[src/rtl/frs_defs.vh]
`ifndef FRS_DEFS_VH
`define FRS_DEFS_VH
// register byte offsets (wishbone word aligned)
`define FRS_REG_CTRL        8'h00
`define FRS_REG_UV_TIME     8'h04
`define FRS_REG_WAIT_TIME   8'h08
`define FRS_REG_FREQ_THR    8'h0c
`define FRS_REG_STATUS      8'h10
`define FRS_REG_COUNTS      8'h14
`define FRS_REG_FREQ_OUT    8'h18
// ctrl field positions
`define FRS_CTRL_METHOD_LO  0
`define FRS_CTRL_PFTRIP_LO  2
`define FRS_CTRL_UVLIM_BIT  4
`define FRS_CTRL_PHLOSS_BIT 5
// option codes
`define FRS_METHOD_ALARM    2'h0
`define FRS_METHOD_ZERO     2'h1
`define FRS_METHOD_MATCH    2'h2
`define FRS_METHOD_PREV     2'h3
`define FRS_PFTRIP_OFF      2'h0
`define FRS_PFTRIP_ON       2'h1
`define FRS_PFTRIP_RUNONLY  2'h2
// retry limits
`define FRS_OC_LIMIT        5'h03
`define FRS_OV_LIMIT        5'h03
`define FRS_UV_LIMIT        5'h10
// times in tenths of a second / hundredths of hz
`define FRS_UV_TIME_MIN     16'h0003
`define FRS_UV_TIME_MAX     16'h00fa
`define FRS_UV_TIME_RST     16'h000a
`define FRS_WAIT_MIN        16'h0003
`define FRS_WAIT_MAX        16'h03e8
`define FRS_WAIT_RST        16'h000a
`define FRS_FTHR_MAX        16'h9c40
`define FRS_FTHR_RST        16'h0000
// 0.1 s at 100 MHz = 10 ns period
`define FRS_TICK_NS         100000000
`define FRS_CLK_NS          10
`define FRS_TICK_CYCLES     (`FRS_TICK_NS / `FRS_CLK_NS)
`endif

[src/rtl/frs_sequencer.v]
`include "frs_defs.vh"
module frs_sequencer #(
  parameter TICK_CYCLES = `FRS_TICK_CYCLES
) (
  input  wire        clk_i,
  input  wire        rst_i,
  input  wire        por_i,
  input  wire [31:0] wb_adr_i,
  input  wire [31:0] wb_dat_i,
  input  wire [3:0]  wb_sel_i,
  input  wire        wb_we_i,
  input  wire        wb_cyc_i,
  input  wire        wb_stb_i,
  output reg  [31:0] wb_dat_o,
  output reg         wb_ack_o,
  input  wire        oc_fault_i,
  input  wire        ov_fault_i,
  input  wire        uv_fault_i,
  input  wire        phase_loss_i,
  input  wire        stopping_i,
  input  wire [15:0] motor_freq_i,
  input  wire [15:0] run_freq_i,
  output reg         output_enable_o,
  output reg  [15:0] start_freq_o,
  output reg         restart_o,
  output reg         decel_stop_o,
  output reg         alarm_o,
  output reg         locked_o,
  output reg  [3:0]  trip_cause_o
);
  // states, one-hot
  localparam [5:0] ST_RUN    = 6'h01;
  localparam [5:0] ST_FAULT  = 6'h02;
  localparam [5:0] ST_WAIT   = 6'h04;
  localparam [5:0] ST_START  = 6'h08;
  localparam [5:0] ST_ALARM  = 6'h10;
  localparam [5:0] ST_LOCKED = 6'h20;

  // configuration registers
  reg [1:0]  restart_method_select;    // restart method code
  reg [1:0]  power_fail_trip_enable;   // uv alarm code
  reg        undervoltage_retry_limit; // 1 = unlimited
  reg        phase_loss_detect_enable; // phase loss trip on
  reg [15:0] undervoltage_allow_time;  // tenths of second
  reg [15:0] restart_wait_time;        // tenths of second
  reg [15:0] restart_freq_threshold;   // hundredths of hz

  // sequencer state
  reg [5:0]  state;
  reg [3:0]  cause;      // {ph, uv, ov, oc}
  reg [4:0]  oc_count;   // retry counters
  reg [4:0]  ov_count;
  reg [4:0]  uv_count;
  reg [15:0] timer;      // tenths counter
  reg [15:0] prev_freq;  // frequency before trip

  // synchronised fault pins
  wire oc_s;
  wire ov_s;
  wire uv_s;
  wire ph_s;
  wire tick;

  frs_sync u_oc (.clk_i(clk_i), .rst_i(rst_i), .d_i(oc_fault_i), .q_o(oc_s));
  frs_sync u_ov (.clk_i(clk_i), .rst_i(rst_i), .d_i(ov_fault_i), .q_o(ov_s));
  frs_sync u_uv (.clk_i(clk_i), .rst_i(rst_i), .d_i(uv_fault_i), .q_o(uv_s));
  frs_sync u_ph (.clk_i(clk_i), .rst_i(rst_i), .d_i(phase_loss_i), .q_o(ph_s));
  frs_tick #(.TICK_CYCLES(TICK_CYCLES)) u_tick (.clk_i(clk_i), .rst_i(rst_i), .tick_o(tick));

  // clamp a setting into its documented range
  // out-of-range writes are pulled to the nearest legal value, not refused
  function [15:0] clamp16;
    input [15:0] v;
    input [15:0] lo;
    input [15:0] hi;
    begin
      clamp16 = (v < lo) ? lo : ((v > hi) ? hi : v);
    end
  endfunction

  // bus decode
  // the ~ack term keeps a held request from being taken twice
  wire       wb_req = wb_cyc_i & wb_stb_i & ~wb_ack_o;
  wire [7:0] addr   = wb_adr_i[7:0];
  wire       wr     = wb_req & wb_we_i & wb_sel_i[0];

  // uv counts as a trip source depending on alarm code
  wire uv_trip_en = (power_fail_trip_enable == `FRS_PFTRIP_ON) |
                    ((power_fail_trip_enable == `FRS_PFTRIP_RUNONLY) & ~stopping_i);
  wire uv_event   = uv_s & uv_trip_en;
  wire ph_event   = ph_s & phase_loss_detect_enable;
  wire any_fault  = oc_s | ov_s | uv_event | ph_event;

  // retry allowed for the captured cause
  // limits are checked on the next trip, so three means three restarts
  wire oc_ok = oc_count < `FRS_OC_LIMIT;
  wire ov_ok = ov_count < `FRS_OV_LIMIT;
  wire uv_ok = undervoltage_retry_limit | (uv_count < `FRS_UV_LIMIT);
  wire retry_ok = ~cause[3] & (~cause[0] | oc_ok) & (~cause[1] | ov_ok) & (~cause[2] | uv_ok);

  // start frequency choice
  // a slow rotor is not worth matching; it starts from zero instead
  wire below_thr = motor_freq_i < restart_freq_threshold;

  // register writes and bus answer
  always @(posedge clk_i) begin
    if (rst_i) begin
      restart_method_select    <= `FRS_METHOD_ALARM;
      power_fail_trip_enable   <= `FRS_PFTRIP_OFF;
      undervoltage_retry_limit <= 1'b0;
      phase_loss_detect_enable <= 1'b0;
      undervoltage_allow_time  <= `FRS_UV_TIME_RST;
      restart_wait_time        <= `FRS_WAIT_RST;
      restart_freq_threshold   <= `FRS_FTHR_RST;
      wb_ack_o                 <= 1'b0;
      wb_dat_o                 <= 32'h0;
    end else begin
      wb_ack_o <= wb_req;
      if (wr) begin
        case (addr)
          `FRS_REG_CTRL: begin
            restart_method_select    <= wb_dat_i[`FRS_CTRL_METHOD_LO+1:`FRS_CTRL_METHOD_LO];
            // code 3 is reserved; treat as off
            power_fail_trip_enable   <= (wb_dat_i[`FRS_CTRL_PFTRIP_LO+1:`FRS_CTRL_PFTRIP_LO] == 2'h3) ?
                                        `FRS_PFTRIP_OFF : wb_dat_i[`FRS_CTRL_PFTRIP_LO+1:`FRS_CTRL_PFTRIP_LO];
            undervoltage_retry_limit <= wb_dat_i[`FRS_CTRL_UVLIM_BIT];
            phase_loss_detect_enable <= wb_dat_i[`FRS_CTRL_PHLOSS_BIT];
          end
          `FRS_REG_UV_TIME: begin
            if (wb_sel_i[1]) begin
              undervoltage_allow_time <= clamp16(wb_dat_i[15:0], `FRS_UV_TIME_MIN, `FRS_UV_TIME_MAX);
            end
          end
          `FRS_REG_WAIT_TIME: begin
            if (wb_sel_i[1]) begin
              restart_wait_time <= clamp16(wb_dat_i[15:0], `FRS_WAIT_MIN, `FRS_WAIT_MAX);
            end
          end
          `FRS_REG_FREQ_THR: begin
            if (wb_sel_i[1]) begin
              restart_freq_threshold <= clamp16(wb_dat_i[15:0], 16'h0000, `FRS_FTHR_MAX);
            end
          end
          default: begin
            // read-only or unmapped: write ignored, still acked
          end
        endcase
      end
      // read mux; unmapped reads zero
      case (addr)
        `FRS_REG_CTRL:      wb_dat_o <= {26'h0, phase_loss_detect_enable, undervoltage_retry_limit,
                                         power_fail_trip_enable, restart_method_select};
        `FRS_REG_UV_TIME:   wb_dat_o <= {16'h0, undervoltage_allow_time};
        `FRS_REG_WAIT_TIME: wb_dat_o <= {16'h0, restart_wait_time};
        `FRS_REG_FREQ_THR:  wb_dat_o <= {16'h0, restart_freq_threshold};
        `FRS_REG_STATUS:    wb_dat_o <= {22'h0, cause, state};
        `FRS_REG_COUNTS:    wb_dat_o <= {17'h0, uv_count, ov_count, oc_count};
        `FRS_REG_FREQ_OUT:  wb_dat_o <= {16'h0, start_freq_o};
        default:            wb_dat_o <= 32'h0;
      endcase
    end
  end

  // retry counters: only power-on reset clears them, not rst_i
  always @(posedge clk_i) begin
    if (por_i) begin
      oc_count <= 5'h0;
      ov_count <= 5'h0;
      uv_count <= 5'h0;
    end else if ((state == ST_WAIT) && !any_fault && (timer >= restart_wait_time) && tick) begin
      // one attempt counted per restart
      // counts saturate so an unlimited run can never wrap under a limit
      if (cause[0] && oc_count != 5'h1f) begin
        oc_count <= oc_count + 5'h1;
      end
      if (cause[1] && ov_count != 5'h1f) begin
        ov_count <= ov_count + 5'h1;
      end
      if (cause[2] && uv_count != 5'h1f) begin
        uv_count <= uv_count + 5'h1;
      end
    end
  end

  // sequencer
  always @(posedge clk_i) begin
    if (por_i || (rst_i && (state != ST_LOCKED))) begin
      state           <= ST_RUN;
      cause           <= 4'h0;
      timer           <= 16'h0;
      prev_freq       <= 16'h0;
      output_enable_o <= 1'b0;
      start_freq_o    <= 16'h0;
      restart_o       <= 1'b0;
      decel_stop_o    <= 1'b0;
      alarm_o         <= 1'b0;
      locked_o        <= 1'b0;
      trip_cause_o    <= 4'h0;
    end else if (rst_i) begin
      // a controller reset leaves an exhausted lock in place;
      // releasing it here would let a stuck fault keep retrying
      restart_o       <= 1'b0;
      output_enable_o <= 1'b0;
    end else begin
      restart_o <= 1'b0;
      case (state)
        ST_RUN: begin
          output_enable_o <= 1'b1;
          prev_freq       <= run_freq_i;
          timer           <= 16'h0;
          if (any_fault) begin
            cause           <= {ph_event, uv_event, ov_s, oc_s};
            trip_cause_o    <= {ph_event, uv_event, ov_s, oc_s};
            output_enable_o <= 1'b0;
            decel_stop_o    <= 1'b0;
            state           <= ST_FAULT;
          end
        end
        ST_FAULT: begin
          // time the fault; long under-voltage trips outright
          if (tick && timer != 16'hffff) begin
            timer <= timer + 16'h1;
          end
          // method first: code 00 never restarts, whatever the counters say
          if (restart_method_select == `FRS_METHOD_ALARM) begin
            alarm_o <= 1'b1;
            state   <= ST_ALARM;
          end else if (!retry_ok) begin
            alarm_o  <= 1'b1;
            locked_o <= 1'b1;
            state    <= ST_LOCKED;
          end else if (cause[2] && timer > undervoltage_allow_time) begin
            alarm_o <= 1'b1;
            state   <= ST_ALARM;
          end else if (!any_fault) begin
            timer <= 16'h0;
            state <= ST_WAIT;
          end
        end
        ST_WAIT: begin
          // delay counted from fault clearing; re-fault restarts timing
          if (any_fault) begin
            timer <= 16'h0;
            cause <= cause | {ph_event, uv_event, ov_s, oc_s};
            state <= ST_FAULT;
          end else if (tick) begin
            if (timer >= restart_wait_time) begin
              state <= ST_START;
            end else begin
              timer <= timer + 16'h1;
            end
          end
        end
        ST_START: begin
          // pick starting frequency
          if (restart_method_select == `FRS_METHOD_ZERO || below_thr) begin
            start_freq_o <= 16'h0;
          end else if (restart_method_select == `FRS_METHOD_PREV) begin
            start_freq_o <= prev_freq;
            decel_stop_o <= 1'b1;
            alarm_o      <= 1'b1;
          end else begin
            start_freq_o <= motor_freq_i;
          end
          restart_o       <= 1'b1;
          output_enable_o <= 1'b1;
          state           <= ST_RUN;
        end
        ST_ALARM: begin
          // tripped; cleared by rst_i
          output_enable_o <= 1'b0;
        end
        ST_LOCKED: begin
          // only power-up releases this
          output_enable_o <= 1'b0;
        end
        default: begin
          state <= ST_RUN;
        end
      endcase
    end
  end
endmodule

[src/rtl/frs_tick.v]
`include "frs_defs.vh"
// one-cycle pulse every tenth of a second
module frs_tick #(
  parameter TICK_CYCLES = `FRS_TICK_CYCLES
) (
  input  wire clk_i,
  input  wire rst_i,
  output reg  tick_o
);
  reg [31:0] count; // cycle counter

  // free-running divider
  always @(posedge clk_i) begin
    if (rst_i) begin
      count  <= 32'h0;
      tick_o <= 1'b0;
    end else if (count >= TICK_CYCLES - 1) begin
      count  <= 32'h0;
      tick_o <= 1'b1;
    end else begin
      count  <= count + 32'h1;
      tick_o <= 1'b0;
    end
  end
endmodule

[src/rtl/frs_sync.v]
// three-flop synchroniser; output changes when stages two and three agree
module frs_sync (
  input  wire clk_i,
  input  wire rst_i,
  input  wire d_i,
  output reg  q_o
);
  reg s1; // metastable stage, read only by s2
  reg s2;
  reg s3;

  always @(posedge clk_i) begin
    if (rst_i) begin
      s1  <= 1'b0;
      s2  <= 1'b0;
      s3  <= 1'b0;
      q_o <= 1'b0;
    end else begin
      s1 <= d_i;
      s2 <= s1;
      s3 <= s2;
      if (s2 == s3) begin
        q_o <= s3;
      end
    end
  end
endmodule

[config.mk]
export PLATFORM = sky130hd
export DESIGN_NAME = frs_sequencer
export DESIGN_NICKNAME = d
export VERILOG_FILES = /design/src/rtl/frs_sequencer.v /design/src/rtl/frs_tick.v /design/src/rtl/frs_sync.v
export VERILOG_INCLUDE_DIRS = /design/src /design/src/rtl
export SDC_FILE = /design/constraint.sdc
export NUM_CORES = 1
export LEC_CHECK = 0
export BUFFER_PORTS_ARGS = -buffer_cell sky130_fd_sc_hd__buf_2
export CAP_MARGIN = 20
export CELL_PAD_IN_SITES_DETAIL_PLACEMENT = 1
export CELL_PAD_IN_SITES_GLOBAL_PLACEMENT = 1
export CORE_ASPECT_RATIO = 0.9
export CORE_MARGIN = 2
export CORE_UTILIZATION = 42
export CTS_BUF_LIST = sky130_fd_sc_hd__clkbuf_8 sky130_fd_sc_hd__clkbuf_16
export DETAILED_ROUTE_END_ITERATION = 10
export PLACE_DENSITY_LB_ADDON = 0.1
export SLEW_MARGIN = 25
export SYNTH_ARGS = -nofsm -noshare
export SYNTH_HDL_FRONTEND = slang
export SYNTH_SLANG_ARGS = --single-unit
[constraint.sdc]
create_clock -name clk_i -period 2.9 [get_ports clk_i]
set_input_delay 0.29 -clock clk_i [delete_from_list [all_inputs] [get_ports clk_i]]
set_output_delay 0.29 -clock clk_i [all_outputs]
set_load 0.05 [all_outputs]
After elaboration in Yosys (flattened, before gate mapping)
Index checks and enable logic that the tools add are counted.
Storage, ports and cells
  output and inout port bits: 58
  logic and storage cells: 203
  register bits: 218
Operators by class
  add/subtract/negate cells: 5
  mux-type cells: 43
  $lt $le $gt $ge: 12
  eq/ne operators: 35
  bitwise operators: 29
  reduce and logical (&&, ||, !) cells: 38
Operator list (number)
  two-way mux 16 bit: 16
  one-hot mux 16 bit (7 select lines): 1
  two-way mux 6 bit: 8
  one-hot mux 16 bit (3 select lines): 1
  adder 32 x 1 -> 32 bit, second input constant: 1
  >= comparator 32 x 24 -> 1 bit, second input constant: 1
  == test 8 x 5 -> 1 bit, second input constant: 3
  one-hot mux 6 bit (4 select lines): 1
  != test 5 bit, second input constant: 4
  adder 16 x 1 -> 16 bit, second input constant: 1
  == test 8 x 4 -> 1 bit, second input constant: 2
  >= comparator 16 bit: 1
  greater-than comparator 16 x 10 -> 1 bit, second input constant: 1
  greater-than comparator 16 bit: 1
  greater-than comparator 16 bit, second input constant: 1
  greater-than comparator 16 x 8 -> 1 bit, second input constant: 1
  < comparator 16 x 1 -> 1 bit, second input constant: 1
  < comparator 16 bit: 1
  < comparator 16 x 2 -> 1 bit, second input constant: 1
  != test 16 bit, second input constant: 1
  adder 5 x 1 -> 5 bit, second input constant: 3
  AND reduction 2 bit: 6
  AND reduction 3 bit: 4
  AND reduction 4 bit: 3
  37 further kinds: 98

Longest topological paths before layout
  word-level depth: 11
  mapped depth: 11

By module
From an unflattened synthesis, not the netlist that was laid out.
Unflattened totals
  cells, all modules: 1142
  area, all modules: 10010.9 um2
Modules (own cells, without submodules)
  frs_sequencer: cells each 949, instances 1, area an instance 8112.8 um2
  frs_tick: cells each 153, instances 1, area an instance 1447.6 um2
  frs_sync: cells each 10, instances 4, area an instance 112.6 um2

Worst setup path before layout
OpenSTA, ideal clock, no wires.
  path type: register to register
  start point: reg ov_count[1]
  end point: reg timer[11]
  library setup time: 0.120 ns
  path buffers: 1
  data arrival time: 2.468 ns
  cell stages (with the launch flop): 10
  path slack: 0.312 ns
  cells stage by stage: dfxtp_1 > a2111o_1 > a221o_1 > or2_4 > or3_1 > o2111ai_2 > a21o_2 > buf_6 > nor2_1 > a211o_1
Between the ends
  cells in the longest elaborated chain, start to end: 7
Ends and longest elaborated chain
  start, declared: RTL line frs_sequencer.v:52  | reg [4:0] ov_count;
  start signal, assigned: RTL line frs_sequencer.v:177  | ov_count <= ov_count + 5'h1;
  < comparator 5 x 2 -> 1 bit (no line)
  bitwise OR 1 bit: RTL line frs_sequencer.v:99  | wire retry_ok = ~cause[3] & (~cause[0] | oc_ok) & (~cause[1] | ov_ok) & (~cause[2] | uv_ok);
  bitwise AND 1 bit (2 in a row): RTL line frs_sequencer.v:99
  two-way mux 16 bit: RTL line frs_sequencer.v:228  | end else if (!retry_ok) begin
  two-way mux 16 bit: RTL line frs_sequencer.v:225  | if (restart_method_select == `FRS_METHOD_ALARM) begin
  one-hot mux 16 bit (3 select lines): RTL line frs_sequencer.v:206  | case (state)
  end signal, assigned: RTL line frs_sequencer.v:222  | timer <= timer + 16'h1;
  end signal, assigned: RTL line frs_sequencer.v:250  | timer <= timer + 16'h1;
  end, declared: RTL line frs_sequencer.v:54  | reg [15:0] timer;
No other way between the ends.
A chain may end at the register's enable or synchronous reset.

Final worst setup path
  start point: reg ov_count[1]
  end point: reg timer[14]
Same word-level chain as after synthesis.

==> metrics.txt <==
sequential cell fraction of total power 0.477; r2r endpoint timer[14]; Sw Share 0.2353; largest cells by area after synthesis dfxtp_1 41%, ha_1 7.0%, nor2_1 4.7%; area fraction in compound gates after synthesis 0.1801; Seq. cell area 4044 µm²; Hold EP u_oc.s1; final hold viol count 0; crit end category register; Synth Area in Adders 0.07005; synthesized cell area 9823 µm²; crit path max fanout 11; io pins 169; ys flop type dfxtp_1; wire length per cell 19.86 µm; RD Place Congestion 0.8623; placed instance count 1576; routed vias/inst 5.681; antenna cells 0; clock share of power 0.472; Max rail drop VDD 0.0004106 V; P_int 4503 µW; average size of a mapped cell 8.587 µm²; DIE HEIGHT 149.1 µm; pin count of the biggest net entering global routing 60; area of the multi-input gates 5301 µm²; synth warn 0; Achievable Freq 354.3 MHz; Post-synth EDFFs 0; DP HPWL 24.22 mm; drt first pass iters 6; CTS max path bufs 3; # fillers 2785; Syn Inst Count 1144; fin crit share 0.9732; worst path arrival time 3.22 ns; die area 24630 µm²; Synth top area share 0.4117; cell accounting for the most synthesized area dfxtp_1; post-layout util 0.5112; Hold Crit Class input pin to register; CTS tree built; Slew HR 0.5165; DR iter-0 viols 706; cell row count 53; simple-gate portion of the synthesized area 0.2162; Reg2Reg Setup Slack 0.08 ns; max-slew violations 0; Worst Setup Start Kind register; register area share after synthesis 0.4117; setup violators final 0; final net count 1472; Lkg Pwr 0.004872 µW; Post-synth ARST share 0; total CTS buffers 23; post-layout minimum cycle time 2.822 ns; Sink Count 202; max-cap violations 0; Reg-to-Reg Start ov_count[1]; non-filler instance count after layout 1621; Net Sw Power 1386 µW; vias in the first global route 9041; total core area 23140 µm²; register clock-pin slew on the reported worst setup and hold paths 0.06 ns; register bit total from synthesis 202; worst hold path cell count 2; Synth Area in XOR/XNOR 0.02942; Clock H-tree levels 1; Die W 165.2 µm; worst setup margin 0.07759 ns; pwr dens 497.7 nW/µm²; Starting Density 0.4244; kind of critical path register to register; DRC Markers 0; clk_lat worst skew 0.52 ns; total gr overflow 0; Overall Global Routing Usage 0.2598; Root Driver clkbuf_16; share of cells above drive strength 1 0.1835; Worst Path Required 3.30 ns; area grow syn2layout 20.44%; Fin Hold WS 0.008918 ns; Vias 9209; WL final 32.19 mm; combinational power share 0.051; status complete, no violations; first-pass GRT wire length 50.06 mm; worst slew pin tran 0.7187 ns; Unique masters post-synth 69; Port Buf Inserts 110; initial antenna violation count 0; main combinational cell family by area after synthesis simple AND/OR/NAND/NOR gates; Clock Skews 0.01284 ns; reg2reg path depth 8; mux cell area share after synthesis 0.03070; Hold Crit Start oc_fault_i; dpl ws 0.07088 ns; Antenna Nets Post-Route 0
-- power groups by stage --
stage / Clock, µW / Sequential [µW] / Combinational (µW)
after floorplan: 0 / 2870 / 179
after global placement: 0 / 2870 / 285
after detailed placement: 0 / 2870 / 290
after CTS: 2840 / 2810 / 299
after global routing: 2940 / 2810 / 327
final: 2780 / 2810 / 300
-- worst max-delay path, stage by stage (launching register included) --
cell and delay [ns]:
dfxtp_1 0.31, a2111o_1 0.45, a221o_1 0.42, or2_4 0.28, or3_1 0.37, o2111ai_2 0.30, a21o_4 0.24, nor2_1 0.07
mux2_2 0.27
-- kinds of logic after synthesis --
kind of cell | Yosys count
AO/OA/AOI/OAI | 263
adder cells (fa/ha/maj) | 55
buffers and inverters | 132
XOR/XNOR | 33
multiplexers | 30
other | 1
flip-flops | 202
AND/OR/NAND/NOR | 428
-- registers in the layout (all words and copies together), names as in the netlist, 2 cells and up --
name,count
u_tick.count,32
prev_freq,16
restart_freq_threshold,16
restart_wait_time,16
start_freq_o,16
timer,16
undervoltage_allow_time,16
wb_dat_o,16
state,6
oc_count,5
ov_count,5
uv_count,5
cause,4
trip_cause_o,4
power_fail_trip_enable,2
restart_method_select,2
-- synth_stat cells (26+ instances only) --
| master | number |
|---|---|
| dfxtp_1 | 202 |
| clkbuf_1 | 46 |
| a22oi_1 | 45 |
| nor3_1 | 40 |
| inv_1 | 58 |
| o21ai_0 | 26 |
| nand3_1 | 27 |
| ha_1 | 55 |
| mux2i_1 | 29 |
| nor2_1 | 122 |
| nand2_1 | 104 |
| a21oi_1 | 81 |
-- cell usage in the layout (no fill, tap or decap), types with 7 or more instances in the layout --
master         synthesis  routed
a22oi_1               45      45
a21oi_1               81      81
nand2b_1              11      11
nand3_1               27      27
buf_2                  2     110
inv_1                 58      61
a31oi_1               16      14
or3_1                  7       7
clkbuf_16              0      23
nor3_1                40      40
o22ai_1                9       9
clkbuf_8               2       7
dlygate4sd3_1          0       7
nor2b_1               18      18
ha_1                  55      55
a21o_1                14      14
and3_1                20      20
or4_1                 19      19
nand4_1               18      18
nor2_1               122     122
o21ai_0               26      26
conb_1                 1      24
dfxtp_1              202     202
xor2_1                22      22
buf_4                 16      69
a222oi_1              11      11
mux2i_1               29      29
a211oi_1              18      18
nand2_1              104     104
xnor2_1               11      11
-- per-layer routing --
| layer | global-route usage | vias to the layer above | part of all wire |
|---|---|---|---|
| li1 | - | 4394 | - |
| met3 | 0.04142 | 59 | 0.058 |
| met1 | 0.3555 | 4509 | 0.46 |
| met4 | 0.07826 | 0 | 0.029 |
| met5 | 0 | - | 0 |
| met2 | 0.4215 | 247 | 0.46 |
-- repair_timing --
action                                  in CTS  in global routing
endpoints found under the setup margin       0                 19
endpoints found under the hold margin        7                  0
setup buffers                                0                  0
hold buffers                                 7                  0
resized for setup                            0                  6
-- final cells by class --
class / instances / area share
Multi-Input combinational cell: 833 / 0.4481
Timing Repair Buffer: 188 / 0.09962
Inverter: 58 / 0.01840
Clock inverter: 8 / 0.003384
Sequential cell: 202 / 0.3418
Clock buffer: 30 / 0.05679
Tap cell: 302 / 0.03194
-- worst max-delay path by stage --
stage | from | endpoint | slack, ns | cells after the start
after global routing | undervoltage_allow_time[10] | timer[9] | -0.02 | 12
after global placement | ov_count[1] | timer[8] | 0.08 | 9
after detailed placement | ov_count[1] | timer[14] | 0.07 | 8
after floorplan | ov_count[1] | timer[11] | 0.31 | 9
final | ov_count[1] | timer[14] | 0.08 | 8
after CTS | ov_count[1] | timer[14] | 0.05 | 8
-- through the flow --
| stage | power, µW | TNS (ns) | cell area, µm² |
|---|---|---|---|
| after global routing | 6080 | -0.07904 | 11830 |
| after CTS | 5947 | 0 | 11800 |
| after detailed placement | 3158 | 0 | 11020 |
| after floorplan | 3049 | 0 | 9910 |
| final | 5889 | 0 | 11830 |
| after global placement | 3153 | 0 | 11020 |
Note: power is estimated with default switching activity, not from simulation.
